[src/design/etom_defs.svh]
// Register offsets, field positions, reset values and timing counts of the output mapper.
// Included by the design modules etom_delay and etom_top; definitions only.
`ifndef ETOM_DEFS_SVH
`define ETOM_DEFS_SVH

`define ETOM_CLK_HZ        125000000
`define ETOM_TICK_CYCLES   (`ETOM_CLK_HZ / 1000)
`define ETOM_TICKS_PER_SEC 1000

// Register byte offsets
`define ETOM_OFF_CH_CFG0   12'h000
`define ETOM_OFF_APPLY     12'h040
`define ETOM_OFF_STATUS    12'h044
`define ETOM_OFF_IRQ_STAT  12'h048
`define ETOM_OFF_IRQ_MASK  12'h04C
`define ETOM_OFF_PSU_CMD   12'h050
`define ETOM_OFF_SETPOINT  12'h054
`define ETOM_OFF_CMD_STAT  12'h058

// Channel config fields
`define ETOM_F_SRC_LSB     0
`define ETOM_F_TRG_LSB     4
`define ETOM_F_ACT_BIT     8
`define ETOM_F_DLY_LSB     12

// Supply command fields
`define ETOM_F_CMD_ADDR    0
`define ETOM_F_CMD_ON      8
`define ETOM_F_CMD_ALL     9

`define ETOM_CFG_RESET     32'h0000_0000
`define ETOM_MAX_ADDR      47

`endif

[src/design/etom_pkg.sv]
// Types shared by the output mapper modules.
// Assumes etom_defs.svh sits beside it.
package etom_pkg;
  typedef enum logic [2:0] {
    ETOM_SRC_ALARM, ETOM_SRC_PSU,
    ETOM_SRC_IN1, ETOM_SRC_IN2, ETOM_SRC_IN3, ETOM_SRC_IN4, ETOM_SRC_IN5
  } etom_src_t;
  typedef enum logic [2:0] {
    ETOM_TRG_ANY, ETOM_TRG_OVER_VOLT, ETOM_TRG_OVL_F, ETOM_TRG_SHORT,
    ETOM_TRG_OTP, ETOM_TRG_MAINS, ETOM_TRG_FAN
  } etom_trg_t;
  typedef enum logic [1:0] {ETOM_BUS_IDLE, ETOM_BUS_RESP} etom_bus_t;
endpackage

[src/design/etom_delay.sv]
// One output channel: condition qualified by a programmable delay.
// Assumes a one-cycle millisecond tick from the parent.
`timescale 1ns/10ps
`include "etom_defs.svh"
module etom_delay
  import etom_pkg::*;
(
  // Clock and reset
  input  wire logic       aclk,
  input  wire logic       aresetn,
  input  wire logic       ms_tick,
  // Condition and delay choice
  input  wire logic       cond,
  input  wire logic [3:0] dly_sel,
  // Qualified state
  output logic            fired
);
  logic [19:0] target_ms;
  logic [19:0] count;

  always_comb begin
    case (dly_sel)
      4'h0:    target_ms = 20'h00000;
      4'h1:    target_ms = 20'(1 * `ETOM_TICKS_PER_SEC);
      4'h2:    target_ms = 20'(5 * `ETOM_TICKS_PER_SEC);
      4'h3:    target_ms = 20'(10 * `ETOM_TICKS_PER_SEC);
      4'h4:    target_ms = 20'(30 * `ETOM_TICKS_PER_SEC);
      default: target_ms = 20'((32'(dly_sel) - 32'h4) * 60 * `ETOM_TICKS_PER_SEC);
    endcase
  end

  // Count restarts whenever the condition drops
  always_ff @(posedge aclk) begin
    if (!aresetn || !cond) begin
      count <= 20'h00000;
      fired <= 1'b0;
    end else if (count >= target_ms) begin
      fired <= 1'b1;
    end else if (ms_tick) begin
      count <= count + 20'h00001;
    end
  end
endmodule

[src/design/etom_top.sv]
// Event-triggered output mapper: five outputs, four relays, supply commands.
// Assumes supply status vectors synchronous to aclk and an AXI4-Lite master.
//
// How it works
// - Inputs are plain levels; an open input reads high from the pad pull-up.
// - Five input channels, each selectable as source, firing on its level.
// - Output status shows asserted while its condition holds, else deasserted.
// - Four relays with source, trigger, delay; open when fired, closed otherwise.
// - Each output holds source, trigger, active level and delay.
// - Source is alarm (default), supply state, or one input channel.
// - Alarm source fires on any online supply with selected fault or any fault.
// - Supply source with on fires when any online supply runs.
// - Supply source with off fires when any online supply is off or faulted.
// - Supply source with off also fires when all supplies are disconnected.
// - Active level selects high or low driven pin when fired.
// - Assertion follows condition after the chosen delay: 0,1,5,10,30 s, 1-11 min.
// - Supplies 0..47 switchable individually or all online together.
// - Commands to an offline supply are rejected without effect.
// - Voltage and current setpoints go out only on an apply command.
// - Edited channel settings stay pending until apply commits them.
//
// Implementation choices: the AXI4-Lite interface to the registers and the address map.
`timescale 1ns/10ps
`include "etom_defs.svh"
module etom_top
  import etom_pkg::*;
#(
  parameter int N_OUT = 5,
  parameter int N_REL = 4,
  parameter int N_PSU = 48,
  parameter int TICK_CYCLES = `ETOM_TICK_CYCLES
)(
  // Clock and reset
  input  wire logic             aclk,
  input  wire logic             aresetn,
  // AXI4-Lite slave
  input  wire logic [11:0]      s_axi_awaddr,
  input  wire logic             s_axi_awvalid,
  output logic                  s_axi_awready,
  input  wire logic [31:0]      s_axi_wdata,
  input  wire logic [3:0]       s_axi_wstrb,
  input  wire logic             s_axi_wvalid,
  output logic                  s_axi_wready,
  output logic [1:0]            s_axi_bresp,
  output logic                  s_axi_bvalid,
  input  wire logic             s_axi_bready,
  input  wire logic [11:0]      s_axi_araddr,
  input  wire logic             s_axi_arvalid,
  output logic                  s_axi_arready,
  output logic [31:0]           s_axi_rdata,
  output logic [1:0]            s_axi_rresp,
  output logic                  s_axi_rvalid,
  input  wire logic             s_axi_rready,
  // Field inputs and supply status
  input  wire logic [4:0]       din,
  input  wire logic [N_PSU-1:0] psu_online,
  input  wire logic [N_PSU-1:0] psu_running,
  input  wire logic [N_PSU-1:0] psu_remote_off,
  input  wire logic [N_PSU-1:0] over_voltage_fault,
  input  wire logic [N_PSU-1:0] overload_fault,
  input  wire logic [N_PSU-1:0] short_fault,
  input  wire logic [N_PSU-1:0] over_temp_fault,
  input  wire logic [N_PSU-1:0] mains_loss_fault,
  input  wire logic [N_PSU-1:0] fan_stall_fault,
  // Supply command port
  output logic                  psu_cmd_valid,
  output logic [5:0]            psu_cmd_addr,
  output logic                  psu_cmd_all,
  output logic                  psu_cmd_on,
  output logic                  setpoint_valid,
  output logic [15:0]           setpoint_volt,
  output logic [15:0]           setpoint_curr,
  // Outputs, relays, interrupt
  output logic [N_OUT-1:0]      dout,
  output logic [N_REL-1:0]      relay_open,
  output logic                  irq
);
  localparam int NCH = N_OUT + N_REL;

  logic [31:0]     cfg_pend [NCH];
  logic [31:0]     cfg_live [NCH];
  logic [N_PSU-1:0] any_fault;
  logic [NCH-1:0]  cond;
  logic [NCH-1:0]  fired;
  logic [NCH-1:0]  fired_q;
  logic [31:0]     tick_cnt;
  logic            ms_tick;
  logic [31:0]     irq_stat;
  logic [31:0]     irq_mask;
  logic [31:0]     setpoint_pend;
  logic            cmd_reject;
  logic [31:0]     next_rdata;
  logic            aw_held, w_held;
  logic [11:0]     aw_addr;
  logic [31:0]     w_data;
  logic            wr_fire, rd_fire;
  logic            rd_stat;

  ////////////////////////////////////////////////////////////////////
  // Millisecond tick
  always_ff @(posedge aclk) begin
    if (!aresetn || tick_cnt == 32'(TICK_CYCLES - 1)) tick_cnt <= 32'h0;
    else tick_cnt <= tick_cnt + 32'h1;
  end
  assign ms_tick = (tick_cnt == 32'(TICK_CYCLES - 1));

  ////////////////////////////////////////////////////////////////////
  // Condition per channel
  assign any_fault = over_voltage_fault | overload_fault | short_fault | over_temp_fault
                   | mains_loss_fault | fan_stall_fault;

  genvar g;
  generate
    for (g = 0; g < NCH; g++) begin : g_ch
      etom_src_t src;
      logic [2:0] trg;
      logic       alarm_hit;
      logic [2:0] in_idx;
      assign src = etom_src_t'(cfg_live[g][`ETOM_F_SRC_LSB +: 3]);
      assign trg = cfg_live[g][`ETOM_F_TRG_LSB +: 3];
      assign in_idx = 3'(src) - 3'(ETOM_SRC_IN1);
      // Offline supplies cannot alarm, so stale fault bits of a pulled unit are ignored
      always_comb begin
        case (etom_trg_t'(trg))
          ETOM_TRG_OVER_VOLT: alarm_hit = |(over_voltage_fault & psu_online);
          ETOM_TRG_OVL_F: alarm_hit = |(overload_fault & psu_online);
          ETOM_TRG_SHORT: alarm_hit = |(short_fault & psu_online);
          ETOM_TRG_OTP:   alarm_hit = |(over_temp_fault & psu_online);
          ETOM_TRG_MAINS: alarm_hit = |(mains_loss_fault & psu_online);
          ETOM_TRG_FAN:   alarm_hit = |(fan_stall_fault & psu_online);
          default:        alarm_hit = |(any_fault & psu_online);
        endcase
      end
      // Trigger bit 0 picks on/high (0) or off/low (1) for supply and input sources
      always_comb begin
        case (src)
          ETOM_SRC_ALARM: cond[g] = alarm_hit;
          ETOM_SRC_PSU:
            if (!trg[0]) cond[g] = |(psu_running & psu_online);
            else cond[g] = |((psu_remote_off | any_fault) & psu_online)
                         || (psu_online == '0);
          ETOM_SRC_IN1, ETOM_SRC_IN2, ETOM_SRC_IN3, ETOM_SRC_IN4, ETOM_SRC_IN5:
            cond[g] = din[in_idx] ^ trg[0];
          default: cond[g] = alarm_hit;
        endcase
      end
      etom_delay u_dly (
        .aclk    (aclk),
        .aresetn (aresetn),
        .ms_tick (ms_tick),
        .cond    (cond[g]),
        .dly_sel (cfg_live[g][`ETOM_F_DLY_LSB +: 4]),
        .fired   (fired[g])
      );
    end
  endgenerate

  ////////////////////////////////////////////////////////////////////
  // Pin drive
  always_ff @(posedge aclk) begin
    for (int i = 0; i < N_OUT; i++) begin
      if (!aresetn) dout[i] <= 1'b0;
      else dout[i] <= fired[i] ^ cfg_live[i][`ETOM_F_ACT_BIT];
    end
    if (!aresetn) relay_open <= '0;
    else relay_open <= fired[NCH-1:N_OUT];
    if (!aresetn) fired_q <= '0;
    else fired_q <= fired;
  end

  ////////////////////////////////////////////////////////////////////
  // AXI4-Lite write path: address and data taken in either order
  assign s_axi_awready = !aw_held && !s_axi_bvalid;
  assign s_axi_wready  = !w_held && !s_axi_bvalid;
  assign wr_fire = aw_held && w_held;

  always_ff @(posedge aclk) begin
    if (!aresetn) begin
      aw_held <= 1'b0;
      w_held  <= 1'b0;
      aw_addr <= 12'h000;
      w_data  <= 32'h0;
      s_axi_bvalid <= 1'b0;
      s_axi_bresp  <= 2'h0;
    end else begin
      if (s_axi_awvalid && s_axi_awready) begin
        aw_held <= 1'b1;
        aw_addr <= s_axi_awaddr;
      end
      if (s_axi_wvalid && s_axi_wready) begin
        w_held <= 1'b1;
        w_data <= s_axi_wdata;
      end
      if (wr_fire) begin
        aw_held <= 1'b0;
        w_held  <= 1'b0;
        s_axi_bvalid <= 1'b1;
        s_axi_bresp <= (aw_addr <= `ETOM_OFF_CMD_STAT) ? 2'h0 : 2'h2;
      end else if (s_axi_bready) begin
        s_axi_bvalid <= 1'b0;
      end
    end
  end

  // Register writes; wstrb ignored beyond a check that it is nonzero
  always_ff @(posedge aclk) begin
    if (!aresetn) begin
      for (int i = 0; i < NCH; i++) begin
        cfg_pend[i] <= `ETOM_CFG_RESET;
        cfg_live[i] <= `ETOM_CFG_RESET;
      end
      irq_mask <= 32'h0;
      setpoint_pend <= 32'h0;
    end else if (wr_fire && s_axi_wstrb != 4'h0) begin
      if (aw_addr < `ETOM_OFF_APPLY && aw_addr[5:2] < 4'(NCH)) begin
        cfg_pend[aw_addr[5:2]] <= w_data;
      end else if (aw_addr == `ETOM_OFF_APPLY && w_data[0]) begin
        for (int i = 0; i < NCH; i++) cfg_live[i] <= cfg_pend[i];
      end else if (aw_addr == `ETOM_OFF_IRQ_MASK) begin
        irq_mask <= w_data;
      end else if (aw_addr == `ETOM_OFF_SETPOINT) begin
        setpoint_pend <= w_data;
      end
    end
  end

  // Supply commands and setpoint apply
  always_ff @(posedge aclk) begin
    if (!aresetn) begin
      psu_cmd_valid <= 1'b0;
      psu_cmd_addr <= 6'h00;
      psu_cmd_all <= 1'b0;
      psu_cmd_on <= 1'b0;
      cmd_reject <= 1'b0;
      setpoint_valid <= 1'b0;
      setpoint_volt <= 16'h0000;
      setpoint_curr <= 16'h0000;
    end else begin
      psu_cmd_valid <= 1'b0;
      cmd_reject <= 1'b0;
      setpoint_valid <= 1'b0;
      if (wr_fire && aw_addr == `ETOM_OFF_PSU_CMD) begin
        // Fields move only with an accepted pulse; a refused command leaves them
        if (w_data[`ETOM_F_CMD_ALL] ||
            (w_data[`ETOM_F_CMD_ADDR +: 6] <= 6'(`ETOM_MAX_ADDR) &&
             psu_online[w_data[`ETOM_F_CMD_ADDR +: 6]])) begin
          psu_cmd_addr <= w_data[`ETOM_F_CMD_ADDR +: 6];
          psu_cmd_on <= w_data[`ETOM_F_CMD_ON];
          psu_cmd_all <= w_data[`ETOM_F_CMD_ALL];
          psu_cmd_valid <= 1'b1;
        end else begin
          cmd_reject <= 1'b1;
        end
      end
      if (wr_fire && aw_addr == `ETOM_OFF_APPLY && w_data[1]) begin
        setpoint_valid <= 1'b1;
        setpoint_volt <= setpoint_pend[15:0];
        setpoint_curr <= setpoint_pend[31:16];
      end
    end
  end

  ////////////////////////////////////////////////////////////////////
  // Interrupt: rises on fired edges and rejects; read clears, set wins
  assign rd_stat = rd_fire && s_axi_araddr == `ETOM_OFF_IRQ_STAT;
  always_ff @(posedge aclk) begin
    if (!aresetn) irq_stat <= 32'h0;
    else irq_stat <= (rd_stat ? 32'h0 : irq_stat)
                   | {22'h0, cmd_reject, NCH'(fired & ~fired_q)};
  end
  always_ff @(posedge aclk) begin
    if (!aresetn) irq <= 1'b0;
    else irq <= |(irq_stat & irq_mask);
  end

  ////////////////////////////////////////////////////////////////////
  // AXI4-Lite read path, one cycle after address
  assign s_axi_arready = !s_axi_rvalid;
  assign rd_fire = s_axi_arvalid && s_axi_arready;

  always_comb begin
    next_rdata = 32'h0;
    if (s_axi_araddr < `ETOM_OFF_APPLY && s_axi_araddr[5:2] < 4'(NCH))
      next_rdata = cfg_pend[s_axi_araddr[5:2]];
    // Bit 9 stays zero so the input levels sit at [14:10]
    else if (s_axi_araddr == `ETOM_OFF_STATUS)
      next_rdata = {17'h0, din, 1'b0, fired[NCH-1:0]} & 32'h0000_7DFF;
    else if (s_axi_araddr == `ETOM_OFF_IRQ_STAT)
      next_rdata = irq_stat;
    else if (s_axi_araddr == `ETOM_OFF_IRQ_MASK)
      next_rdata = irq_mask;
    else if (s_axi_araddr == `ETOM_OFF_SETPOINT)
      next_rdata = setpoint_pend;
    else if (s_axi_araddr == `ETOM_OFF_CMD_STAT)
      next_rdata = {16'h0, 2'h0, psu_cmd_addr, 8'h0};
  end

  always_ff @(posedge aclk) begin
    if (!aresetn) begin
      s_axi_rvalid <= 1'b0;
      s_axi_rdata <= 32'h0;
      s_axi_rresp <= 2'h0;
    end else if (rd_fire) begin
      s_axi_rvalid <= 1'b1;
      s_axi_rdata <= next_rdata;
      s_axi_rresp <= (s_axi_araddr <= `ETOM_OFF_CMD_STAT) ? 2'h0 : 2'h2;
    end else if (s_axi_rready) begin
      s_axi_rvalid <= 1'b0;
    end
  end
endmodule

[config.mk]
export PLATFORM = sky130hd
export DESIGN_NAME = etom_top
export DESIGN_NICKNAME = d
export VERILOG_FILES = /design/src/design/etom_pkg.sv /design/src/design/etom_delay.sv /design/src/design/etom_top.sv
export VERILOG_INCLUDE_DIRS = /design/src /design/src/design
export SDC_FILE = /design/constraint.sdc
export NUM_CORES = 2
export LEC_CHECK = 0
export ABC_AREA = 1
export BUFFER_PORTS_ARGS = -buffer_cell sky130_fd_sc_hd__buf_2
export CAP_MARGIN = 20
export CORE_ASPECT_RATIO = 1.75
export CORE_MARGIN = 2
export CORE_UTILIZATION = 35
export DETAILED_ROUTE_END_ITERATION = 6
export GPL_TIMING_DRIVEN = 1
export HOLD_SLACK_MARGIN = 0.06
export PLACE_DENSITY = 0.52
export SLEW_MARGIN = 20
export SYNTH_ARGS = -nofsm -noshare
export SYNTH_HDL_FRONTEND = slang
export SYNTH_SLANG_ARGS = --single-unit
[constraint.sdc]
create_clock -name aclk -period 7.7 [get_ports aclk]
set_clock_uncertainty 0.1 [all_clocks]
set_input_delay 0.385 -clock aclk [delete_from_list [all_inputs] [get_ports aclk]]
set_output_delay 0.385 -clock aclk [all_outputs]
set_load 0.01 [all_outputs]
==> qor.yml <==
antenna_found_initial: 37
cts_root_buf: "clkbuf_16"
utilization: 0.435
grt_usage: 0.263
clkPwrFrac: 0.121
synthDistinctLibCells: 58
post-route-min-period_ns: 7.54
regArea_sq_mm: 0.0245
min_path_type: "input pin to flop"
synth_xor_area_frac: 0.0379
end_kind: "flop"
wire_per_inst_um: 21.5
grt_pass1_wl_um: 408000
tns_ns: 0
clk_pin_slew_ns: 0.07
num_rows: 218
crit_path_max_incr_delay_ns: 0.61
p_per_area_mw_per_mm2: 472
finalPower_mw: 41.4
cp_slowest_cell: "fa_1"
clock_path_buffers: 3
yosys.area_share.simple: 0.232
fillers: 20500
p_sw_mw: 19.1
start_util: 0.352
p_sw_frac: 0.463
rr_endpoint: "g_ch[4].u_dly.count[19]"
cp-start-kind: "flop"
crit_buf_inv: 8
die_w_um: 344
power.internal_mw: 22.2
drv_cap: 0
path_class: "flop to flop"
finalMaxSlewViolations: 0
drt_iter0_markers: 4556
status: "finished clean"
synth-seq-cells: 962
routed_via_density: 5.13
yosys_warnings: 0
syn_area_per_cell_sq_um: 7.63
port_buffers: 594
vias: 67000
first_global_vias: 67200
critPathArrivalTime_ns: 7.98
gp_congestion: 0.982
worst_pin_slew_ns: 1.34
syn_to_final_growth_pct: 23.6
final_cell_area_sq_mm: 0.0876
place_ws_ns: -0.127
postSynthCellCount: 9287
synth_edf_count: 527
min_to: "s_axi_rresp[1]"
postRouteAntennaNets: 0
drtPass1Iterations: 6
synth_top_cell_by_area: "edfxtp_1"
die_area_sq_mm: 0.206
ir_drop_mv: 0.486
routed_wl_um: 281000
drc: 0
io_pins: 597
path_max_fanout: 7
max_freq_mhz: 133
die_h_um: 599
cts_tree: "yes"
hold_viol_final: 0
numCtsBuffers: 97
setup_viol: 0
synth_compound_gate_area_share: 0.121
async_flop_share: 0
min_from: "s_axi_araddr[7]"
multi_input_area_sq_mm: 0.0436
synthFlopType: "edfxtp_1"
worstPathRequired_ns: 8.14
synth_adder_area_share: 0.168
leakage_nw: 38.4
dp_hpwl_um: 216000
grt_max_degree: 109
critical-path-top-delay-family: "adder cells"
place_area_sq_mm: 0.0792
r2r_start: "cfg_live[0][142]"
hold_depth: 5
pwr-share-comb: 0.740
relSlewSlack: 0.101
ys_seq_area_frac: 0.346
seqPwrFrac: 0.139
fin_nets: 11600
fin_ws_ns: 0.165
rsz0062_at_grt: "true"
drive_gt1_frac: 0.180
muxShareOfSynthArea: 0
netlist_area_sq_mm: 0.0708
worstRegToRegCells: 34
synth_area_leaders: "edfxtp_1 (22%), dfxtp_1 (12%), nand2_1 (9.3%), ha_1 (9.1%), nor2_1 (8.4%)"
grt_overflow_total: 0
synth_top_family_by_area: "simple AND/OR/NAND/NOR gates"
clkLatencyLatePin_ns: 0.75
reg2reg_slack_ns: 0.16
cpMostUsedCell: "fa_1"
yosysTopAreaCellShare: 0.223
core_sq_mm: 0.201
cts.sinks: 962
fin_crit_sh: 0.979
htreeDepth: 3
cells in the final DEF, fill, tap and decap left out, types with 27 or more instances in the layout:
cell type,n
nand2_1,1698
nor3_1,119
ha_4,86
nor2_4,46
o21ai_0,335
buf_2,594
nor2_2,36
inv_2,95
a21oi_2,120
dfxtp_1,433
fa_1,259
nand2_2,50
buf_6,36
edfxtp_1,527
nor2_1,1512
nor4_1,27
inv_1,1283
nand3_1,280
xor2_1,193
a211oi_1,50
nand4_1,132
conb_1,146
xnor2_1,61
dlygate4sd3_1,55
a221oi_1,28
or2_2,28
o21ai_2,34
buf_4,370
clkbuf_16,117
a22oi_1,171
ha_1,425
o21ai_1,37
a21oi_1,471
clkinv_1,36
nand3_2,30
state kept, by name, indices dropped and copies added, names as in the netlist, 4 cells and up:
name              count
cfg_live             95
setpoint_volt        16
s_axi_rdata          32
irq_mask             32
dout                  5
relay_open            4
w_data               32
irq_stat             10
cfg_pend            432
g_ch.u_dly.fired      9
tick_cnt             32
psu_cmd_addr          6
g_ch.u_dly.count    180
setpoint_curr        16
fired_q               5
aw_addr              12
setpoint_pend        32
power groups by stage:
| stage | Sequential (mW) | Clock (mW) | Combinational (mW) |
|---|---|---|---|
| detailed placement | 5.84 | 0 | 23.3 |
| global route | 5.74 | 5.27 | 34.4 |
| floorplan | 5.79 | 0 | 15.8 |
| finish | 5.73 | 5.01 | 30.6 |
| CTS | 5.73 | 5.11 | 23.7 |
| global placement | 5.83 | 0 | 23.0 |
worst max path at each step:
stage | startpoint | to | slack, ns | cells past startpoint
global placement | cfg_live[0][13] | g_ch[0].u_dly.count[2] | -0.05 | 35
CTS | cfg_live[0][143] | g_ch[4].u_dly.count[11] | 0.004 | 41
detailed placement | cfg_live[0][13] | g_ch[0].u_dly.count[2] | -0.13 | 35
global route | cfg_live[0][270] | g_ch[8].u_dly.count[8] | -0.20 | 37
finish | cfg_live[0][142] | g_ch[4].u_dly.count[19] | 0.16 | 34
floorplan | cfg_live[0][14] | g_ch[0].u_dly.count[19] | 0.02 | 39
metal layers:
layer,vias to the layer above,track usage,share of wire
li1,32100,-,-
met1,32400,0.296,0.38
met2,2028,0.485,0.51
met3,568,0.0303,0.050
met4,10,0.134,0.059
met5,-,0,0.00024
final cells by class:
class                   instances  area share
multi-input cells            6746       0.497
flip-flops and latches        962       0.280
repair buffers               1089      0.0854
inverters                    1413      0.0607
well taps                    2640      0.0377
clock buffers                 140      0.0323
clock inverters                43     0.00549
diodes                         26    0.000743
worst register-to-register path: cells and delay by family (launching register included):
family                     cells  cell delay [ns]
xor gates and xnor gates       1             0.25
and+or+nand+nor                9             0.96
DFF                            1             0.40
AOI/OAI and AO/OA              7             0.83
buffers and inverters          8             0.81
adders and majority gates      9             4.01
cells in the mapped netlist (12+ instances only):
| cell | instances |
|---|---|
| nand2_1 | 1757 |
| nor2_1 | 1577 |
| inv_1 | 1380 |
| a21oi_1 | 598 |
| edfxtp_1 | 527 |
| ha_1 | 515 |
| dfxtp_1 | 435 |
| o21ai_0 | 406 |
| nand3_1 | 310 |
| fa_1 | 273 |
| xor2_1 | 218 |
| clkbuf_1 | 186 |
| a22oi_1 | 171 |
| nor3_1 | 134 |
| nand4_1 | 132 |
| buf_2 | 93 |
| xnor2_1 | 85 |
| a211oi_1 | 53 |
| nor4_1 | 35 |
| clkinv_1 | 30 |
| a221oi_1 | 29 |
| or2_2 | 29 |
| o31ai_1 | 27 |
| o22ai_1 | 26 |
| a21boi_0 | 23 |
| nand3b_1 | 22 |
| o221ai_1 | 22 |
| o211ai_1 | 20 |
| o21bai_1 | 20 |
| a22o_1 | 18 |
| buf_1 | 16 |
| a31oi_1 | 15 |
| nor2_2 | 13 |
| o21a_1 | 13 |
| buf_4 | 12 |
per-stage QoR:
step,instances,hold slack [ns]
final,13100,0.114
after CTS,13000,0.0626
after global placement,12700,0.309
after detailed placement,12700,0.321
after global routing,13100,0.172
after floorplan,9432,0.299
cell families (layout without fill, tap and decap cells):
logic type / count (synthesis) / count (layout)
simple gates: 4035 / 4035
buf+inv: 1724 / 2685
compound gates: 1472 / 1472
flops: 962 / 962
fa+ha+maj: 788 / 788
xor+xnor: 305 / 305
other cells: 1 / 172
repair_timing:
action	4_1_cts	5_1_grt
hold endpoints to repair	49	0
pin swaps	16	385
setup buffers	8	58
cloned	5	19
endpoints found under the setup margin	133	188
hold buffers	55	0
gates resized for setup	42	741
Power figures use the tool's default switching activity.
